<file path="src/hdl/fhbs_pkg.sv">
// constants and carrier types of the flash command history and
// blank check status block.
// assumes a 32-bit byte address and 50 MHz single clock system.
package fhbs_pkg;

  // register byte addresses
  localparam logic [31:0] FHBS_CMD_HIST_ADDR = 32'hffa1_00a0;
  localparam logic [31:0] FHBS_ERR_SRC_ADDR  = 32'hffa1_00c0;
  localparam logic [31:0] FHBS_BC_DIR_ADDR   = 32'hffa1_00d0;
  localparam logic [31:0] FHBS_BC_RES_ADDR   = 32'hffa1_00d4;
  localparam logic [31:0] FHBS_FP_ADDR_ADDR  = 32'hffa1_00d8;
  localparam logic [31:0] FHBS_INIT_ADDR     = 32'hffa1_00ec;
  localparam logic [31:0] FHBS_IRQ_STAT_ADDR = 32'hffa1_00f0;
  localparam logic [31:0] FHBS_IRQ_MASK_ADDR = 32'hffa1_00f4;

  // access widths on the size port
  localparam logic [1:0] FHBS_SZ_8  = 2'h0;
  localparam logic [1:0] FHBS_SZ_16 = 2'h1;
  localparam logic [1:0] FHBS_SZ_32 = 2'h2;

  // values after reset
  localparam logic [15:0] FHBS_CMD_HIST_RST = 16'hffff;
  localparam logic [7:0]  FHBS_ERR_SRC_RST  = 8'h00;
  localparam logic        FHBS_BC_DIR_RST   = 1'b0;
  localparam logic        FHBS_BC_RES_RST   = 1'b0;
  localparam logic [18:0] FHBS_FP_OFS_RST   = 19'h0_0000;
  localparam logic [2:0]  FHBS_IRQ_RST      = 3'h0;

  // command codes
  localparam logic [7:0] FHBS_CODE_FINAL = 8'hd0;

  // error source encodings
  localparam logic [7:0] FHBS_ERR_NONE      = 8'h00;
  localparam logic [7:0] FHBS_ERR_PRG_LOCK  = 8'h01;
  localparam logic [7:0] FHBS_ERR_PRG_OTHER = 8'h02;
  localparam logic [7:0] FHBS_ERR_ERS_LOCK  = 8'h11;
  localparam logic [7:0] FHBS_ERR_ERS_OTHER = 8'h12;

  // field positions
  localparam int FHBS_DIR_BIT     = 0;
  localparam int FHBS_INIT_BIT    = 0;
  localparam int FHBS_IRQ_CMD_BIT = 0;
  localparam int FHBS_IRQ_ERR_BIT = 1;
  localparam int FHBS_IRQ_BC_BIT  = 2;
  localparam int FHBS_IRQ_W       = 3;

  typedef struct packed {
    logic [31:0] addr;
    logic [31:0] wdata;
    logic        wr;
    logic        rd;
    logic [1:0]  size;
  } fhbs_bus_t;

  typedef struct packed {
    logic       valid;
    logic       two_stage;
    logic [7:0] first_code;
    logic [7:0] code;
  } fhbs_cmd_t;

  typedef struct packed {
    logic valid;
    logic erase;
    logic lock_refused;
  } fhbs_err_t;

  typedef struct packed {
    logic        done;
    logic        written;
    logic [18:0] offset;
  } fhbs_bc_t;

endpackage

</file>
<file path="src/hdl/fhbs_top.sv">
// command history, error source and blank check status registers
// of the flash sequencer, with a plain register port and interrupt.
// assumes the command engine pulses its events for one cycle and
// drives the ready and error flags from its own status register.
`timescale 1ns/1ns
`default_nettype none

module fhbs_top
  import fhbs_pkg::*;
(
  input  wire logic        clk_sys_i,
  input  wire logic        arst_n_i,
  input  wire logic [31:0] bus_addr_i,
  input  wire logic [31:0] bus_wdata_i,
  input  wire logic        bus_wr_i,
  input  wire logic        bus_rd_i,
  input  wire logic [1:0]  bus_size_i,
  output logic      [31:0] bus_rdata_o,
  input  wire logic        cmd_valid_i,
  input  wire logic        cmd_two_stage_i,
  input  wire logic [7:0]  cmd_first_code_i,
  input  wire logic [7:0]  cmd_code_i,
  input  wire logic        err_valid_i,
  input  wire logic        err_erase_i,
  input  wire logic        err_lock_i,
  input  wire logic        ready_flag_i,
  input  wire logic        prg_err_flag_i,
  input  wire logic        ers_err_flag_i,
  input  wire logic        bc_done_i,
  input  wire logic        bc_written_i,
  input  wire logic [18:0] bc_offset_i,
  output logic             scan_dir_o,
  output logic             err_src_valid_o,
  output logic             fp_ofs_valid_o,
  output logic             irq_o
);

  fhbs_bus_t bus;
  fhbs_cmd_t cmd;
  fhbs_err_t err;
  fhbs_bc_t  bc;

  logic [7:0]          latest_r;
  logic [7:0]          prior_r;
  logic [7:0]          err_src_r;
  logic                dir_r;
  logic                res_r;
  logic [18:0]         ofs_r;
  logic [FHBS_IRQ_W-1:0] stat_r;
  logic [FHBS_IRQ_W-1:0] mask_r;
  logic [FHBS_IRQ_W-1:0] mask_nxt;
  logic [FHBS_IRQ_W-1:0] stat_nxt;
  logic [FHBS_IRQ_W-1:0] evt;
  logic [31:0]         rdata_nxt;
  logic [7:0]          err_code;
  logic                err_take;

  // gather ports into carriers
  assign bus = '{addr: bus_addr_i, wdata: bus_wdata_i, wr: bus_wr_i,
                 rd: bus_rd_i, size: bus_size_i};
  assign cmd = '{valid: cmd_valid_i, two_stage: cmd_two_stage_i,
                 first_code: cmd_first_code_i, code: cmd_code_i};
  assign err = '{valid: err_valid_i, erase: err_erase_i,
                 lock_refused: err_lock_i};
  assign bc  = '{done: bc_done_i, written: bc_written_i,
                 offset: bc_offset_i};

  // command history shift on each single-stage command; a two-stage one loads its first code and the final code
  always_ff @(posedge clk_sys_i or negedge arst_n_i) begin
    if (!arst_n_i) begin
      latest_r <= FHBS_CMD_HIST_RST[15:8];
      prior_r  <= FHBS_CMD_HIST_RST[7:0];
    end else if (cmd.valid) begin
      if (cmd.two_stage) begin
        latest_r <= FHBS_CODE_FINAL;
        prior_r  <= cmd.first_code;
      end else begin
        latest_r <= cmd.code;
        prior_r  <= latest_r;
      end
    end
  end

  // error source encoding, lock refusal takes precedence
  always_comb begin
    err_code = FHBS_ERR_NONE;
    if (err.erase) begin
      err_code = err.lock_refused ? FHBS_ERR_ERS_LOCK
                                  : FHBS_ERR_ERS_OTHER;
    end else begin
      err_code = err.lock_refused ? FHBS_ERR_PRG_LOCK
                                  : FHBS_ERR_PRG_OTHER;
    end
  end

  // a report with both flags clear is dropped so the old source stays
  assign err_take = err.valid && (prg_err_flag_i || ers_err_flag_i);

  always_ff @(posedge clk_sys_i or negedge arst_n_i) begin
    if (!arst_n_i) begin
      err_src_r <= FHBS_ERR_SRC_RST;
    end else if (err_take) begin
      err_src_r <= err_code;
    end
  end

  // blank check direction, init bit restores reset value
  always_ff @(posedge clk_sys_i or negedge arst_n_i) begin
    if (!arst_n_i) begin
      dir_r <= FHBS_BC_DIR_RST;
    end else if (bus.wr && bus.addr == FHBS_INIT_ADDR &&
                 bus.size == FHBS_SZ_32 &&
                 bus.wdata[FHBS_INIT_BIT]) begin
      dir_r <= FHBS_BC_DIR_RST;
    end else if (bus.wr && bus.addr == FHBS_BC_DIR_ADDR &&
                 bus.size == FHBS_SZ_8) begin
      // only bit 0 is stored; upper bits are expected zero
      dir_r <= bus.wdata[FHBS_DIR_BIT];
    end
  end

  // result and offset land in one edge, ahead of the ready flag
  always_ff @(posedge clk_sys_i or negedge arst_n_i) begin
    if (!arst_n_i) begin
      res_r <= FHBS_BC_RES_RST;
      ofs_r <= FHBS_FP_OFS_RST;
    end else if (bc.done) begin
      res_r <= bc.written;
      if (bc.written) begin
        ofs_r <= bc.offset;
      end
    end
  end

  // interrupt events; set wins over a write-one clear
  assign evt[FHBS_IRQ_CMD_BIT] = cmd.valid;
  assign evt[FHBS_IRQ_ERR_BIT] = err_take;
  assign evt[FHBS_IRQ_BC_BIT]  = bc.done;

  always_comb begin
    stat_nxt = stat_r;
    if (bus.wr && bus.addr == FHBS_IRQ_STAT_ADDR &&
        bus.size == FHBS_SZ_32) begin
      stat_nxt = stat_r & ~bus.wdata[FHBS_IRQ_W-1:0];
    end
    stat_nxt = stat_nxt | evt;
  end

  always_ff @(posedge clk_sys_i or negedge arst_n_i) begin
    if (!arst_n_i) begin
      stat_r <= FHBS_IRQ_RST;
    end else begin
      stat_r <= stat_nxt;
    end
  end

  // next mask, so a mask write reaches irq in the same edge
  always_comb begin
    mask_nxt = mask_r;
    if (bus.wr && bus.addr == FHBS_IRQ_MASK_ADDR &&
        bus.size == FHBS_SZ_32) begin
      mask_nxt = bus.wdata[FHBS_IRQ_W-1:0];
    end
  end

  // interrupt mask register
  always_ff @(posedge clk_sys_i or negedge arst_n_i) begin
    if (!arst_n_i) begin
      mask_r <= FHBS_IRQ_RST;
    end else begin
      mask_r <= mask_nxt;
    end
  end

  // irq follows next status and mask, never a cycle stale
  always_ff @(posedge clk_sys_i or negedge arst_n_i) begin
    if (!arst_n_i) begin
      irq_o <= 1'b0;
    end else begin
      irq_o <= |(stat_nxt & mask_nxt);
    end
  end

  // read mux; wrong width or unmapped address answers zero
  always_comb begin
    rdata_nxt = 32'h0000_0000;
    unique case (bus.addr)
      FHBS_CMD_HIST_ADDR: begin
        if (bus.size == FHBS_SZ_16) begin
          rdata_nxt[15:0] = {latest_r, prior_r};
        end
      end
      FHBS_ERR_SRC_ADDR: begin
        if (bus.size == FHBS_SZ_16) begin
          rdata_nxt[7:0] = err_src_r;
        end
      end
      FHBS_BC_DIR_ADDR: begin
        if (bus.size == FHBS_SZ_8) begin
          rdata_nxt[FHBS_DIR_BIT] = dir_r;
        end
      end
      FHBS_BC_RES_ADDR: begin
        if (bus.size == FHBS_SZ_8) begin
          rdata_nxt[0] = res_r;
        end
      end
      FHBS_FP_ADDR_ADDR: begin
        if (bus.size == FHBS_SZ_32) begin
          rdata_nxt[18:0] = ofs_r;
        end
      end
      FHBS_IRQ_STAT_ADDR: begin
        if (bus.size == FHBS_SZ_32) begin
          rdata_nxt[FHBS_IRQ_W-1:0] = stat_r;
        end
      end
      FHBS_IRQ_MASK_ADDR: begin
        if (bus.size == FHBS_SZ_32) begin
          rdata_nxt[FHBS_IRQ_W-1:0] = mask_r;
        end
      end
      default: begin
        rdata_nxt = 32'h0000_0000;
      end
    endcase
  end

  // read data stand only in the cycle after the strobe
  always_ff @(posedge clk_sys_i or negedge arst_n_i) begin
    if (!arst_n_i) begin
      bus_rdata_o <= 32'h0000_0000;
    end else if (bus.rd) begin
      bus_rdata_o <= rdata_nxt;
    end else begin
      bus_rdata_o <= 32'h0000_0000;
    end
  end

  // direction out to the scan engine
  always_ff @(posedge clk_sys_i or negedge arst_n_i) begin
    if (!arst_n_i) begin
      scan_dir_o <= FHBS_BC_DIR_RST;
    end else begin
      scan_dir_o <= dir_r;
    end
  end

  // validity qualifiers, registered so they lag inputs by one edge
  always_ff @(posedge clk_sys_i or negedge arst_n_i) begin
    if (!arst_n_i) begin
      err_src_valid_o <= 1'b0;
      fp_ofs_valid_o  <= 1'b0;
    end else begin
      err_src_valid_o <= ready_flag_i &&
                         (prg_err_flag_i || ers_err_flag_i);
      fp_ofs_valid_o  <= ready_flag_i && res_r;
    end
  end
endmodule // fhbs_top

`default_nettype wire

</file>
<file path="config.mk">
export PLATFORM = sky130hd
export DESIGN_NAME = fhbs_top
export DESIGN_NICKNAME = d
export VERILOG_FILES = /design/src/hdl/fhbs_pkg.sv /design/src/hdl/fhbs_top.sv
export SDC_FILE = /design/constraint.sdc
export NUM_CORES = 1
export LEC_CHECK = 0
export ABC_AREA = 1
export BUFFER_PORTS_ARGS = -buffer_cell sky130_fd_sc_hd__buf_2
export CORE_MARGIN = 2
export CORE_UTILIZATION = 40
export CTS_BUF_LIST = sky130_fd_sc_hd__clkbuf_8 sky130_fd_sc_hd__clkbuf_16
export DETAILED_ROUTE_END_ITERATION = 10
export GPL_TIMING_DRIVEN = 0
export PLACE_DENSITY = 0.69
export SLEW_MARGIN = 15
export SYNTH_ARGS = -nofsm -noshare
export SYNTH_HDL_FRONTEND = slang
export SYNTH_SLANG_ARGS = --single-unit
</file>
<file path="constraint.sdc">
create_clock -name clk_sys_i -period 1.4 [get_ports clk_sys_i]
set_clock_uncertainty 0.05 [all_clocks]
set_input_delay 0.07 -clock clk_sys_i [delete_from_list [all_inputs] [get_ports clk_sys_i]]
set_output_delay 0.07 -clock clk_sys_i [all_outputs]
set_load 0.02 [all_outputs]
</file>
==> results.ini <==
[clock_network]
cts_inserted_buffers=9
cts_max_path_buffers=2
clock_sinks=69
path_clk_slew_ns=0.07
cts_tree=yes
cts_setup_buffers=0
clock_latency_ns=0.34
htree_levels=3
clockRootBuffer=clkbuf_8

[drt]
avgRoutedWirePerCell_um=12.84
finalWirelength_um=8784
final_antenna_net_count=0
detailroute.via_count=3136
via_per_inst=4.585
drt_iter0_markers=143
drcViolationCount=0
dr.pass1.iters=4

[cells_and_area]
syn_to_final_growth_pct=41.67
layout-drive-gt1-share=0.3368
nNetsFinal=690
num_antenna_cells=0
postLayoutCoreUtil=0.5847

[logic_synthesis]
syn_avg_cell_area_um2=8.585
synth.cell_area_mm2=0.003408
synth-edff-count=0
synthXorXnorAreaFrac=0
synth_flop_cell=dfrtp_1
synthCells=397
synthArstFlopShare=1.000
synthAdderAreaFrac=0
synth_warnings=0
synth_compound_area_frac=0.08480
yosysSeqAreaShare=0.5125
muxShareOfSynthArea=0.06278
synth.distinct_cells=28
synth_top_family_by_area=simple AND/OR/NAND/NOR gates
ys_seq_elements=69
synthSimpleGateAreaFrac=0.2496

[floorplan]
ios=151
rows=33
core_mm2=0.008258
start_util=0.4127
die_x_um=96.31
dieArea_mm2=0.009275
fp.dieH_um=96.31

[worst_setup_path]
slowest_delay_ns=0.19
critPathRequiredTime_ns=1.60
cp-startpoint=bus_addr_i[1]
end_kind=flip-flop
crit_family=simple AND/OR/NAND/NOR gates
crit_path_frequent_cell=nand2_1
crit_chain=buf_2 > nor2_1 > nand2_1 > inv_2 > nand2_1 > nor2_1 > nand3_2 > inv_2 > buf_4 > nand2_1 > a21oi_1
critPathKind=primary input to flip-flop
cp-start-kind=primary input
crit_slowest_cell=nor2_1
r2r-start=prior_r[4]
crit_fanout=10
arrival_ns=1.49
path_buf_inv=4

[sta]
hold_violations=1
finalCritPeriodShare=0.9249
fmax_ghz=0.7723
fin_crit_ns=1.295
rsz0062_at_grt=false
hold_slack_ns=-0.001141
worst_pin_slew_ns=0.7594
fin_setup_tns_ns=0
maxSlewViolCount=0
setup_viol=0
slew_headroom=0.4938

[worst_hold_path]
holdCritPathClass=primary input to flip-flop
hold_start=err_valid_i

[grt]
gr-total-overflow=0
grt_max_degree=54
grtUsageTotal=0.2029
grt_pass1_vias=3248
antenna_found_initial=0
grt_pass1_wl_um=14310

[power]
p_leak_nw=2.497
power.density_mw_per_mm2=959.0
vdd_drop_max_uv=554.8
power_mw=4.630

[placed_design]
io_buffers=108
dp_hpwl_um=6350
gp_congestion=0.8814

[flow_run]
drv_cap=0

[status]
violations=hold timing
status=finished with violations

-- worst reg2reg max path, stage by stage, from the launching register on --
cell and delay, ns:
dfstp_2 0.51, inv_1 0.05, o22ai_1 0.21, a21oi_1 0.07, nor2_1 0.11
-- sequential cells by signal, indices dropped and copies added (netlist names) --
signal,cells
err_src_valid_o,1
dir_r,1
irq_o,1
bus_rdata_o,19
mask_r,3
prior_r,8
stat_r,3
err_src_r,3
res_r,1
ofs_r,19
scan_dir_o,1
fp_ofs_valid_o,1
latest_r,8
-- final cells by class --
class                   instances  area (um^2)
fillers                       751         3430
multi-input cells             275         1403
well taps                     105        131.4
repair buffers                155         1031
clock inverters                 5        75.07
plain buffers                  20        135.1
inverters                      45        168.9
flip-flops and latches         69         1747
clock buffers                  10        137.6
-- power breakdown --
group	switching (mW)	total [mW]	internal, mW
Sequential	0.0740	2.24	2.17
Combinational	0.309	0.638	0.328
Clock	0.719	1.75	1.03
-- cell usage in the layout (no fill, tap or decap), drive strengths merged --
cell and n:
conb 13, a21o 1, nor3 3, o21a 2, o22ai 1, dfrtp 53, clkbuf 15, buf 124
clkinv 4, nand4 3, nor2 65, dfstp 16, bufinv 2, mux2 19, dlygate4sd3 46, nand3 15
inv 44, o21ai 22, nand2 100, a21oi 30, nor4 1
-- per-stage QoR --
stage               instances  worst slack (ns)  instance area (um^2)  hold WS (ns)
floorplan                 409            0.1771                  3453       -0.2756
global placement          622           -0.1402                  4125        0.2188
detailed placement        623           -0.1649                  4155      -0.09125
CTS                       684            0.1514                  4828       0.02986
global route              684           0.03246                  4828       0.06292
finish                    684            0.1051                  4828     -0.001141
-- logic make-up (layout without fill, tap and decap cells) --
group | Yosys count | after routing
AOI/OAI and AO/OA | 56 | 56
buffers and inverters | 65 | 235
DFF | 69 | 69
muxes | 19 | 19
other | 1 | 13
and+or+nand+nor | 187 | 187
-- worst paths after layout --
kind,end,slack [ns],cells after the start
min in group asynchronous,ofs_r[7],0.08,2
worst max register to register,bus_rdata_o[4],0.32,4
worst max-delay path,bus_rdata_o[9],0.11,11
max in group asynchronous,prior_r[4],0.63,3
worst min register to register,scan_dir_o,0.38,0
worst min-delay path,stat_r[1],-0.001,3
-- cell usage after synthesis (all sizes together) (2+ instances only) --
cell	instances	area, um^2
buf	15	116.4
o21a	2	15.01
dfrtp	53	1326
a21oi	30	150.1
dfstp	16	420.4
clkbuf	5	18.77
nor2	65	306.6
nor3	3	26.28
nand4	3	18.77
nand2	100	407.9
inv	44	165.2
nand3	15	85.08
mux2	19	214.0
o21ai	22	110.1
-- repair_timing --
item	CTS	global route
endpoints found under the setup margin	0	3
hold buffers	46	0
resized for setup	0	1
hold endpoints to repair	105	0
-- routing by layer --
layer	up-vias	global-route usage	share of wire
li1	1583	-	-
met1	1432	0.2427	0.41
met2	97	0.3519	0.50
met3	24	0.04385	0.059
met4	0	0.08568	0.028
met5	-	0	0
No activity file was read; power rests on OpenSTA's default activity.
